==> src/design/aux_pin_defs.svh <==
// Offsets, field positions and reset values of the auxiliary pin port
`ifndef AUX_PIN_DEFS_SVH
`define AUX_PIN_DEFS_SVH

// ****************************************************************
// Register indices (byte address is four times the index)
// ****************************************************************
`define AUX_CFG12_IDX    10'h059
`define AUX_CFG34_IDX    10'h05A
`define AUX_STATUS_IDX   10'h060
`define AUX_IRQ_STAT_IDX 10'h061
`define AUX_IRQ_CLR_IDX  10'h062
`define AUX_IRQ_EN_IDX   10'h063

// ****************************************************************
// Field positions and reset values
// ****************************************************************
`define AUX_NUM_PINS     3
`define AUX_DIR_BIT      0
`define AUX_CFG_RST      8'h00
`define AUX_CFG3_RST     4'h0
`define AUX_IRQ_RST      3'h0
`define AUX_SUSP_MASK12  8'hEE
`define AUX_SUSP_MASK34  4'hE

`endif

==> src/design/aux_pin_pkg.sv <==
// Types shared by the auxiliary pin port
package aux_pin_pkg;

  // One pin's four-field settings nibble, bit 3 first
  typedef struct packed {
    logic out_state;
    logic sens;
    logic pol;
    logic dir;
  } pin_cfg_s;

endpackage : aux_pin_pkg

==> src/design/aux_pin_config_port.sv <==
// APB slave and pin logic of the auxiliary input/output pins
`timescale 1ns/10ps
`include "aux_pin_defs.svh"

module aux_pin_config_port
  import aux_pin_pkg::*;
(
  input  wire logic        i_clk_sys,
  input  wire logic        i_reset,
  input  wire logic        i_usb_suspend,
  input  wire logic        i_psel,
  input  wire logic        i_penable,
  input  wire logic        i_pwrite,
  input  wire logic [11:0] i_paddr,
  input  wire logic [31:0] i_pwdata,
  input  wire logic [2:0]  i_aux_in,
  output logic      [31:0] o_prdata,
  output logic             o_pready,
  output logic             o_pslverr,
  output logic      [2:0]  o_aux_out,
  output logic      [2:0]  o_aux_oe,
  output logic             o_irq
);

  // ****************************************************************
  // Decode
  // ****************************************************************
  function automatic logic pin_true(input logic lvl, input logic pol);
    pin_true = (lvl == pol);
  endfunction : pin_true

  logic [7:0]  cfg12_r;
  logic [7:0]  cfg12_nxt;
  logic [3:0]  cfg34_r;
  logic [3:0]  cfg34_nxt;
  logic [2:0]  cap_r;
  logic [2:0]  cap_nxt;
  logic [2:0]  asserted_prev_r;
  logic [2:0]  irq_stat_r;
  logic [2:0]  irq_stat_nxt;
  logic [2:0]  irq_en_r;
  logic [2:0]  asserted;
  logic [2:0]  state_bits;
  logic [2:0]  events;
  logic [31:0] rd_mux;
  pin_cfg_s    cfg [0:2];

  wire [9:0] word_addr    = i_paddr[11:2];
  wire       sel_cfg12    = (word_addr == `AUX_CFG12_IDX);
  wire       sel_cfg34    = (word_addr == `AUX_CFG34_IDX);
  wire       sel_status   = (word_addr == `AUX_STATUS_IDX);
  wire       sel_irq_stat = (word_addr == `AUX_IRQ_STAT_IDX);
  wire       sel_irq_clr  = (word_addr == `AUX_IRQ_CLR_IDX);
  wire       sel_irq_en   = (word_addr == `AUX_IRQ_EN_IDX);
  wire       mapped       = sel_cfg12 | sel_cfg34 | sel_status | sel_irq_stat | sel_irq_clr | sel_irq_en;

  // First access cycle fetches data; the following edge, with pready high, completes
  wire       access_first = i_psel & i_penable & ~o_pready;
  wire       xfer         = i_psel & i_penable & o_pready;
  wire       wr_cfg12     = xfer & i_pwrite & sel_cfg12;
  wire       wr_cfg34     = xfer & i_pwrite & sel_cfg34;
  wire       wr_irq_clr   = xfer & i_pwrite & sel_irq_clr;
  wire       wr_irq_en    = xfer & i_pwrite & sel_irq_en;
  // Clear of edge captures coincides with the data fetch so nothing slips between
  wire       rd_status    = access_first & ~i_pwrite & sel_status;

  assign cfg[0] = cfg12_r[3:0];
  assign cfg[1] = cfg12_r[7:4];
  assign cfg[2] = cfg34_r;

  // ****************************************************************
  // Per-pin input logic
  // ****************************************************************
  genvar gi;
  generate
    for (gi = 0; gi < `AUX_NUM_PINS; gi++) begin : g_pin
      // Input decode is blanked on an output pin
      assign asserted[gi]   = pin_true(i_aux_in[gi], cfg[gi].pol) & ~cfg[gi].dir;
      // Set wins over the read clear
      assign cap_nxt[gi]    = (asserted[gi] & cfg[gi].sens) | (cap_r[gi] & ~rd_status);
      assign state_bits[gi] = ~cfg[gi].dir & (cfg[gi].sens ? cap_r[gi] : asserted[gi]);
      assign events[gi]     = asserted[gi] & ~asserted_prev_r[gi];

    end
  endgenerate

  // ****************************************************************
  // Next values
  // ****************************************************************
  // Suspend clears only the direction bits and wins over a simultaneous write
  assign cfg12_nxt = (wr_cfg12 ? i_pwdata[7:0] : cfg12_r) & (i_usb_suspend ? `AUX_SUSP_MASK12 : 8'hFF);
  assign cfg34_nxt = (wr_cfg34 ? i_pwdata[3:0] : cfg34_r) & (i_usb_suspend ? `AUX_SUSP_MASK34 : 4'hF);
  assign irq_stat_nxt = (irq_stat_r & ~(wr_irq_clr ? i_pwdata[2:0] : 3'h0)) | events;

  assign rd_mux = sel_cfg12    ? {24'h000000, cfg12_r}     :
                  sel_cfg34    ? {28'h0000000, cfg34_r}    :
                  sel_status   ? {29'h00000000, state_bits} :
                  sel_irq_stat ? {29'h00000000, irq_stat_r} :
                  sel_irq_en   ? {29'h00000000, irq_en_r}   : 32'h00000000;

  // ****************************************************************
  // Registers
  // ****************************************************************
  always_ff @(posedge i_clk_sys) begin
    if (i_reset) begin
      cfg12_r <= `AUX_CFG_RST;
      cfg34_r <= `AUX_CFG3_RST;
    end else begin
      cfg12_r <= cfg12_nxt;
      cfg34_r <= cfg34_nxt;
    end
  end

  always_ff @(posedge i_clk_sys) begin
    if (i_reset) begin
      cap_r           <= `AUX_IRQ_RST;
      asserted_prev_r <= `AUX_IRQ_RST;
      irq_stat_r      <= `AUX_IRQ_RST;
      irq_en_r        <= `AUX_IRQ_RST;
      o_irq           <= 1'b0;
    end else begin
      cap_r           <= cap_nxt;
      asserted_prev_r <= asserted;
      irq_stat_r      <= irq_stat_nxt;
      irq_en_r        <= wr_irq_en ? i_pwdata[2:0] : irq_en_r;
      o_irq           <= |(irq_stat_nxt & (wr_irq_en ? i_pwdata[2:0] : irq_en_r));
    end
  end

  // Pin drive follows the stored settings one cycle later
  always_ff @(posedge i_clk_sys) begin
    if (i_reset) begin
      o_aux_oe  <= 3'h0;
      o_aux_out <= 3'h0;
    end else begin
      o_aux_oe  <= {cfg[2].dir, cfg[1].dir, cfg[0].dir};
      o_aux_out <= {cfg[2].dir & cfg[2].out_state, cfg[1].dir & cfg[1].out_state,
                    cfg[0].dir & cfg[0].out_state};
    end
  end

  // One wait state on every transfer; unmapped words answer with an error
  always_ff @(posedge i_clk_sys) begin
    if (i_reset) begin
      o_pready  <= 1'b0;
      o_pslverr <= 1'b0;
      o_prdata  <= 32'h00000000;
    end else begin
      o_pready  <= access_first;
      o_pslverr <= access_first & ~mapped;
      o_prdata  <= access_first ? rd_mux : o_prdata;
    end
  end
endmodule : aux_pin_config_port

==> config.mk <==
export PLATFORM = sky130hd
export DESIGN_NAME = aux_pin_config_port
export DESIGN_NICKNAME = d
export VERILOG_FILES = /design/src/design/aux_pin_pkg.sv /design/src/design/aux_pin_config_port.sv
export VERILOG_INCLUDE_DIRS = /design/src /design/src/design
export SDC_FILE = /design/constraint.sdc
export NUM_CORES = 1
export LEC_CHECK = 0
export ABC_AREA = 1
export BUFFER_PORTS_ARGS = -buffer_cell sky130_fd_sc_hd__buf_4
export CORE_MARGIN = 5
export CORE_UTILIZATION = 40
export DETAILED_ROUTE_END_ITERATION = 8
export GPL_TIMING_DRIVEN = 0
export PLACE_DENSITY = 0.8
export REMOVE_ABC_BUFFERS = 1
export SLEW_MARGIN = 20
export SYNTH_ARGS = -nofsm -noshare
export SYNTH_HDL_FRONTEND = slang
export SYNTH_SLANG_ARGS = --single-unit
==> constraint.sdc <==
create_clock -name i_clk_sys -period 1.2 [get_ports i_clk_sys]
set_input_delay 0.24 -clock i_clk_sys [delete_from_list [all_inputs] [get_ports i_clk_sys]]
set_output_delay 0.24 -clock i_clk_sys [all_outputs]
set_load 0.1 [all_outputs]
**Yosys cells after proc, flatten, opt, wreduce, memory -nomap -nowiden**

Index checks and enable logic that the tools add are counted.

- Equality and inequality tests: 9
- Mux-type cells: 14
- Bitwise logic cells: 53
- Reduce and logical (&&, ||, !) cells: 1

Operators with widths:

| cell | number |
|---|---|
| == test 10 x 7 -> 1 bit, second input constant | 6 |
| AND 1 bit | 29 |
| 2-to-1 mux 8 bit | 2 |
| 2-to-1 mux 3 bit | 5 |
| inverter 1 bit | 10 |
| AND 8 bit | 1 |
| 2-to-1 mux 4 bit | 2 |
| bitwise OR 1 bit | 8 |
| AND 3 bit | 2 |
| 2-to-1 mux 5 bit | 1 |
| AND 4 bit | 1 |
| 2-to-1 mux 1 bit | 4 |
| == test 1 bit | 3 |
| inverter 3 bit | 1 |
| bitwise OR 3 bit | 1 |
| OR reduction 3 bit | 1 |

- Register bits: 65
- Bits of input ports: 53
- Output and inout bits: 41

**Depth between registers and ports, before layout**

Gate-level depths: netlist (run 1).

- Depth after elaboration: 10
- Mapped depth: 9
- Mapped depth without buffers: 9

**Worst setup path before layout (run 1)**

Ideal clock, no wire load.

- Path type: register -> register
- Start: register o_pready
- End: register irq_stat_r[2]
- Arrival: 1,906 ps
- Data required time: 1,085 ps
- Slack: -821 ps
- Stages on the path, launching flop included: 7
- Cells stage by stage: dfxtp_1 inv_1 nor3_4 nand3_1 o21ai_0 o21ai_0 and2_1

- Longest elaborated chain between the ends: 7

Ends and longest elaborated chain:

| element | RTL line | source |
|---|---|---|
| from (decl) | aux_pin_config_port.sv:18 | `output logic o_pready,` |
| from (signal assigned) | aux_pin_config_port.sv:149 | `o_pready <= access_first;` |
| AND 1 bit | aux_pin_config_port.sv:59 | `wire xfer = i_psel & i_penable & o_pready;` |
| AND 1 bit (2 in a row) | aux_pin_config_port.sv:62 | `wire wr_irq_clr = xfer & i_pwrite & sel_irq_clr;` |
| 2-to-1 mux 3 bit | aux_pin_config_port.sv:93 | `assign irq_stat_nxt = (irq_stat_r & ~(wr_irq_clr ? i_pwdata[2:0] : 3'h0)) \| events;` |
| inverter 3 bit | aux_pin_config_port.sv:93 |  |
| AND 3 bit | aux_pin_config_port.sv:93 |  |
| bitwise OR 3 bit | aux_pin_config_port.sv:93 |  |
| to (signal assigned) | aux_pin_config_port.sv:118 | `` irq_stat_r <= `AUX_IRQ_RST; `` |
| to (signal assigned) | aux_pin_config_port.sv:124 | `irq_stat_r <= irq_stat_nxt;` |
| to (decl) | aux_pin_config_port.sv:39 | `logic [2:0] irq_stat_r;` |

Every way passes these cells.
A chain may end at the register's enable or synchronous reset.

**Worst setup path after layout (run 1)**

- Start: register o_pready
- End: register o_irq

- Longest elaborated chain between the ends: 9

Ends and longest elaborated chain:

| element | RTL line | source |
|---|---|---|
| AND 1 bit (*) | aux_pin_config_port.sv:59 |  |
| AND 1 bit (*) | aux_pin_config_port.sv:62, aux_pin_config_port.sv:63 |  |
| AND 1 bit | aux_pin_config_port.sv:62 |  |
| 2-to-1 mux 3 bit | aux_pin_config_port.sv:93 |  |
| inverter 3 bit | aux_pin_config_port.sv:93 |  |
| AND 3 bit | aux_pin_config_port.sv:93 |  |
| bitwise OR 3 bit | aux_pin_config_port.sv:93 |  |
| AND 3 bit (*) | aux_pin_config_port.sv:126 | `o_irq <= \|(irq_stat_nxt & (wr_irq_en ? i_pwdata[2:0] : irq_en_r));` |
| OR reduction 3 bit (*) | aux_pin_config_port.sv:126 |  |
| to (signal assigned) | aux_pin_config_port.sv:126 |  |
| to (decl) | aux_pin_config_port.sv:22 | `output logic o_irq` |

Mark *: on every way between the ends. The rest lies on a longest branch, timed or not.

==> results of run 1 <==
-- cell usage after synthesis, drive strengths merged --
master,number,share of area (%)
nand2,45,8.4
inv,42,7.7
dfxtp,41,40
buf,27,9.6
nor2,27,6.3
nand4,23,7.0
o21ai,21,5.1
a21oi,17,4.3
nand3,14,4.1
nor3,7,2.7
clkbuf,4,0.73
a211oi,3,1.1
a311oi,1,0.43
a32o,1,0.49
and2,1,0.31
conb,1,0.18
o211ai,1,0.37
o221ai,1,0.43
o22ai,1,0.31
or2,1,0.31
-- power groups by stage --
stage               Combinational [W]  Clock, W  Sequential (W)
detailed placement           0.000662         0         0.00143
finish                       0.000768   0.00106         0.00140
global placement             0.000657         0         0.00143
CTS                          0.000719   0.00108         0.00140
floorplan                    0.000435         0         0.00152
global route                 0.000801   0.00116         0.00140
-- worst paths after layout --
path                                    startpoint  depth (start not counted)             to  slack (ps)
worst max-delay path                      o_pready                          9          o_irq         -90
worst min-delay path                   i_pwdata[6]                          3     cfg12_r[6]         210
worst max register to register            o_pready                          9          o_irq         -90
worst min register to register  asserted_prev_r[0]                          1  irq_stat_r[0]         450
-- layer usage --
metal  up-vias  part of all wire (%)
met4         0                   1.4
met1       921                    39
li1        993                     -
met2        95                    50
met3         9                   9.6
met5         -                     0
-- tightest hold or removal path: stages --
cell and delay, ps:
buf_4 70, o21ai_1 50, a21oi_1 100
-- repair_timing --
action / CTS / global route
setup buffers: 12 / 7
hold buffers: 0 / 0
endpoints found under the setup margin: 32 / 36
pin swaps: 12 / 11
resized for setup: 37 / 33
gates cloned: 1 / 0
-- metrics by stage --
step           worst slack (ps)  TNS (ps)  instance area [µm²]  total power [W]
2_1_floorplan              -835    -22180                 1920          0.00196
3_3_place_gp               -774    -17240                 2330          0.00209
3_5_place_dp               -772    -18430                 2330          0.00209
4_1_cts                    -119      -978                 2680          0.00320
5_1_grt                    -210     -2340                 2830          0.00336
6_report                  -85.5      -620                 2830          0.00323
-- registers in the layout, summed over array words and instances, names as in the netlist --
name / cells
asserted_prev_r: 3
cap_r: 3
o_aux_out: 3
cfg34_r: 4
irq_stat_r: 3
o_prdata: 8
o_irq: 1
o_pslverr: 1
o_pready: 1
cfg12_r: 8
irq_en_r: 3
o_aux_oe: 3
-- layout make-up --
| type | count | area [µm²] | share of cell area [%] |
|---|---|---|---|
| multi-input cells | 189 | 1100 | 39.1 |
| well taps | 70 | 87.6 | 3.10 |
| flip-flops and latches | 41 | 822 | 29.1 |
| repair buffers | 62 | 546 | 19.3 |
| clock inverters | 2 | 35.0 | 1.24 |
| inverters | 42 | 164 | 5.80 |
| clock buffers | 5 | 68.8 | 2.43 |
-- logic make-up (layout without fill, tap and decap cells) --
group / Yosys count / in the layout / share of synthesized area (%)
other: 1 / 24 / 0.183
DFF: 41 / 41 / 40.0
AOI/OAI and AO/OA: 46 / 46 / 12.6
buffers and inverters: 73 / 111 / 18.1
and+or+nand+nor: 118 / 119 / 29.2
==> reports/metrics.yaml, run 1 <==
clock_network:
  clk_latency_ps: 290
  ctsRootBufferMaster: "clkbuf_8"
  cts_tree: "built"
  h-tree-depth: 2
  cts_sinks: 41
  path_clk_slew_ps: 80
  cts_buffer_depth: 2
  cts_made_buffers: 5
global_routing:
  grt_pass1_wl_mm: 8.50
  met3_usage_pct: 4.61
  grt_pass1_vias: 1885
  overflow: 0
  gr-usage-met2_pct: 28.3
  top_usage_layer: "met2"
  track_usage_pct: 16.9
  antenna_found_initial: 0
  grt_start_max_net_pins: 23
  met1_usage_pct: 20.2
die:
  floorplan.die.height_um: 81.6
  io-pin-count: 94
  rows: 26
  core_area_mm2: 0.00504
  die_area_mm2: 0.00666
  die_w_um: 81.6
  start_util_pct: 40.7
route:
  drt_iter0_drc: 231
  drc: 0
  wire_per_inst_um: 13.7
  drt-total-wl_mm: 5.61
  vias_per_cell: 4.91
  dr.pass1.iters: 4
  num_vias: 2018
  detail-route-antenna-nets: 0
finish:
  fillers: 455
  area_growth_pct: 37.9
  drive_above_1_share_pct: 33.7
  layout_common_cells: "buf_4, nand2_1, dfxtp_1"
  final_common_cell: "buf_4"
  finish.utilization_pct: 56.1
  nets: 394
  antenna-diode-count: 0
  stdcell_count: 411
hold_path:
  min-delay-path-class: "in2reg"
setup_path:
  cpMaxStageDelayCell: "dfxtp_2"
  crit_path_max_incr_delay_ps: 340
  worstSetupStartpointType: "flip-flop"
  critPathArrivalTime_ps: 1510
  path_delay_family: "simple AND/OR/NAND/NOR gates"
  crit_fanout: 5
  path_cells: "inv_2 -> nor3_4 -> buf_6 -> inv_4 -> nor2_4 -> nand2_1 -> a21oi_2 -> nand2_1 -> nand3_1"
  path_buf_inv: 3
  worst_path_most_repeated_cell: "nand2_1"
  endpoint_kind: "flip-flop"
  critPathKind: "reg2reg"
  required_ps: 1430
power:
  switchingPower_w: 0.00107
  leakagePower_nw: 1.18
  p_seq_share_pct: 43.4
  ir_drop_v: 0.000679
  p_sw_share_pct: 33.2
  p_int_w: 0.00216
  p_comb_share_pct: 23.8
  p_clk_share_pct: 32.8
  power.density_mw_per_mm2: 1140
outcome:
  violations: "setup timing"
  outcome: "finished with violations"
synth:
  syn_inst: 279
  yosysWarnings: 0
  ys_seq_area_share_pct: 40.0
  syn_area_mm2: 0.00205
  ys_ff_latch: 41
  syn_avg_cell_area_um2: 7.35
  yosys.cell_types.count: 29
placement:
  port_buffers: 43
  routabilityCongestion: 0.858
  dp_hpwl_mm: 3.63
  dp.cells: 384
timing:
  final-hold-violation-count: 0
  slew_viol_final: 0
  setup-violations-final: 18
  rsz0062_at_grt: "yes"
  period_share_pct: 107
  timing.hold.ws_ps: 213
  clock.fmax_mhz: 778
  period_needed_ps: 1290
  postLayoutSetupSlackWorst_ps: -85.5
  fin_skew_ps: 10.3
job:
  maxCapViolCount: 0
Note: power is estimated with default switching activity, not from simulation.
==> inputs of run 2 (changes only) <==
--- a/config.mk
+++ b/config.mk
@@ -10,9 +10,10 @@
 export BUFFER_PORTS_ARGS = -buffer_cell sky130_fd_sc_hd__buf_4
 export CORE_MARGIN = 5
 export CORE_UTILIZATION = 40
+export CTS_BUF_LIST = sky130_fd_sc_hd__clkbuf_2 sky130_fd_sc_hd__clkbuf_4 sky130_fd_sc_hd__clkbuf_8
 export DETAILED_ROUTE_END_ITERATION = 8
 export GPL_TIMING_DRIVEN = 0
-export PLACE_DENSITY = 0.8
+export PLACE_DENSITY = 0.77
 export REMOVE_ABC_BUFFERS = 1
 export SLEW_MARGIN = 20
 export SYNTH_ARGS = -nofsm -noshare
==> constraint.sdc (replaced) <==
create_clock -name i_clk_sys -period 1.24 [get_ports i_clk_sys]
set_input_delay 0.248 -clock i_clk_sys [delete_from_list [all_inputs] [get_ports i_clk_sys]]
set_output_delay 0.248 -clock i_clk_sys [all_outputs]
set_load 0.1 [all_outputs]
==> reports/metrics.yaml, run 2 (synthesis results as in run 1) <==
route:
  num_vias: 1978
  drt-total-wl_mm: 5.36
  detail-route-antenna-nets: 0
  vias_per_cell: 4.91
  dr.pass1.iters: 4
  wire_per_inst_um: 13.3
  drc: 0
  drt_iter0_drc: 151
hold_path:
  min-delay-path-class: "in2reg"
placement:
  port_buffers: 43
  routabilityCongestion: 0.875
  dp_hpwl_mm: 3.65
setup_path:
  required_ps: 1430
  worstSetupStartpointType: "flip-flop"
  rrSetupSlack_ps: -60
  critPathKind: "reg2reg"
  endpoint_kind: "flip-flop"
  critPathArrivalTime_ps: 1490
  crit_fanout: 8
finish:
  finish.utilization_pct: 53.2
  area_growth_pct: 30.8
  nets: 385
  final_common_cell: "buf_4"
  reg_top3: "cfg12_r (8), o_prdata (8), cfg34_r (4)"
  drive_above_1_share_pct: 33.0
  layout_common_cells: "buf_4, nand2_1, dfxtp_1"
  antenna-diode-count: 0
  fillers: 477
clock_network:
  h-tree-depth: 2
  cts_tree: "built"
  ctsRootBufferMaster: "clkbuf_8"
  clk_latency_ps: 300
  cts_made_buffers: 5
  cts_sinks: 41
  cts_buffer_depth: 2
  path_clk_slew_ps: 80
power:
  leakagePower_nw: 1.12
  ir_drop_v: 0.000529
  power.total_w: 0.00299
  power.density_mw_per_mm2: 1110
die:
  start_util_pct: 40.7
  die_w_um: 81.6
  core_area_mm2: 0.00504
  io-pin-count: 94
  rows: 26
  die_area_mm2: 0.00666
  floorplan.die.height_um: 81.6
job:
  maxCapViolCount: 0
global_routing:
  antenna_found_initial: 0
  grt_start_max_net_pins: 23
  grt_pass1_vias: 1900
  overflow: 0
  track_usage_pct: 16.0
  grt_pass1_wl_mm: 8.22
timing:
  period_share_pct: 105
  clock.fmax_mhz: 769
  setup-violations-final: 14
  timing.hold.ws_ps: 203
  period_needed_ps: 1300
  final-hold-violation-count: 0
  fin_skew_ps: 5.92
  rsz0062_at_grt: "yes"
  slew_viol_final: 0
  postLayoutSetupSlackWorst_ps: -59.9
outcome:
  violations: "setup timing"
  outcome: "finished with violations"
[run 2: cell types whose count changed in the layout (fill, tap and decap cells not counted), moves of 2 or more]
cell     change
dfxtp_2      +3
dfxtp_1      -3
nand2_1      -2
buf_12       -4
nor2_2       -3
buf_6        -6
nand2_2      +2
nor2_1       +3
o21ai_2      +3
o21ai_1      -3
[run 2: where the power goes]
part / switching, W / internal (W)
logic: 0.000574 / 0.000131
clock network: 0.000478 / 0.000451
registers: 0.0000127 / 0.00134
total: 0.00106 / 0.00193
[run 2: path summary, 6_finish.rpt]
check,endpoint,from,cells past startpoint
setup reg to reg,cfg34_r[2],o_pready,6
setup / recovery,cfg34_r[2],o_pready,6
hold / removal,cfg12_r[7],i_pwdata[7],3
hold reg to reg,irq_stat_r[0],asserted_prev_r[0],1
[run 2: area by class of cell]
class,count,area (µm²),area share (%)
clock inverter,2,13.8,0.513
inverter,42,161,6.02
tap,70,87.6,3.27
timing repair buffer,53,413,15.4
sequential,41,826,30.8
clock buffer,6,82.6,3.08
multi-input combinational,189,1100,40.9
[run 2: worst max-delay path, cell delays in order, from the launching register on]
cell     delay [ps]
dfxtp_2         340
inv_2            40
nor3_4          260
buf_6           190
nand3_4         160
o21ai_2         150
a21oi_1          50
[run 2: timing repair]
item | in CTS | in global routing
endpoints found under the setup margin | 31 | 29
pin swaps | 11 | 8
gates cloned | 1 | 0
hold buffers | 0 | 0
resized for setup | 31 | 33
buffers inserted | 9 | 1
[run 2: routing by layer]
layer | GRT usage, % | share of wire (%) | wire [µm] | vias up
li1 | - | - | - | 982
met2 | 26.9 | 49 | 2620 | 82
met4 | 6.81 | 1.7 | 93 | 0
met1 | 18.5 | 41 | 2220 | 903
met3 | 5.70 | 7.9 | 423 | 11
met5 | 0 | 0 | 0 | -
[run 2: metrics by stage]
step	area, µm²	instances	TNS [ps]	worst slack, ps
global route	2680	403	-2030	-164
detailed placement	2330	384	-17620	-776
finish	2680	403	-568	-59.9
CTS	2590	402	-593	-59.9
global placement	2330	384	-16520	-776
floorplan	1920	271	-20900	-795
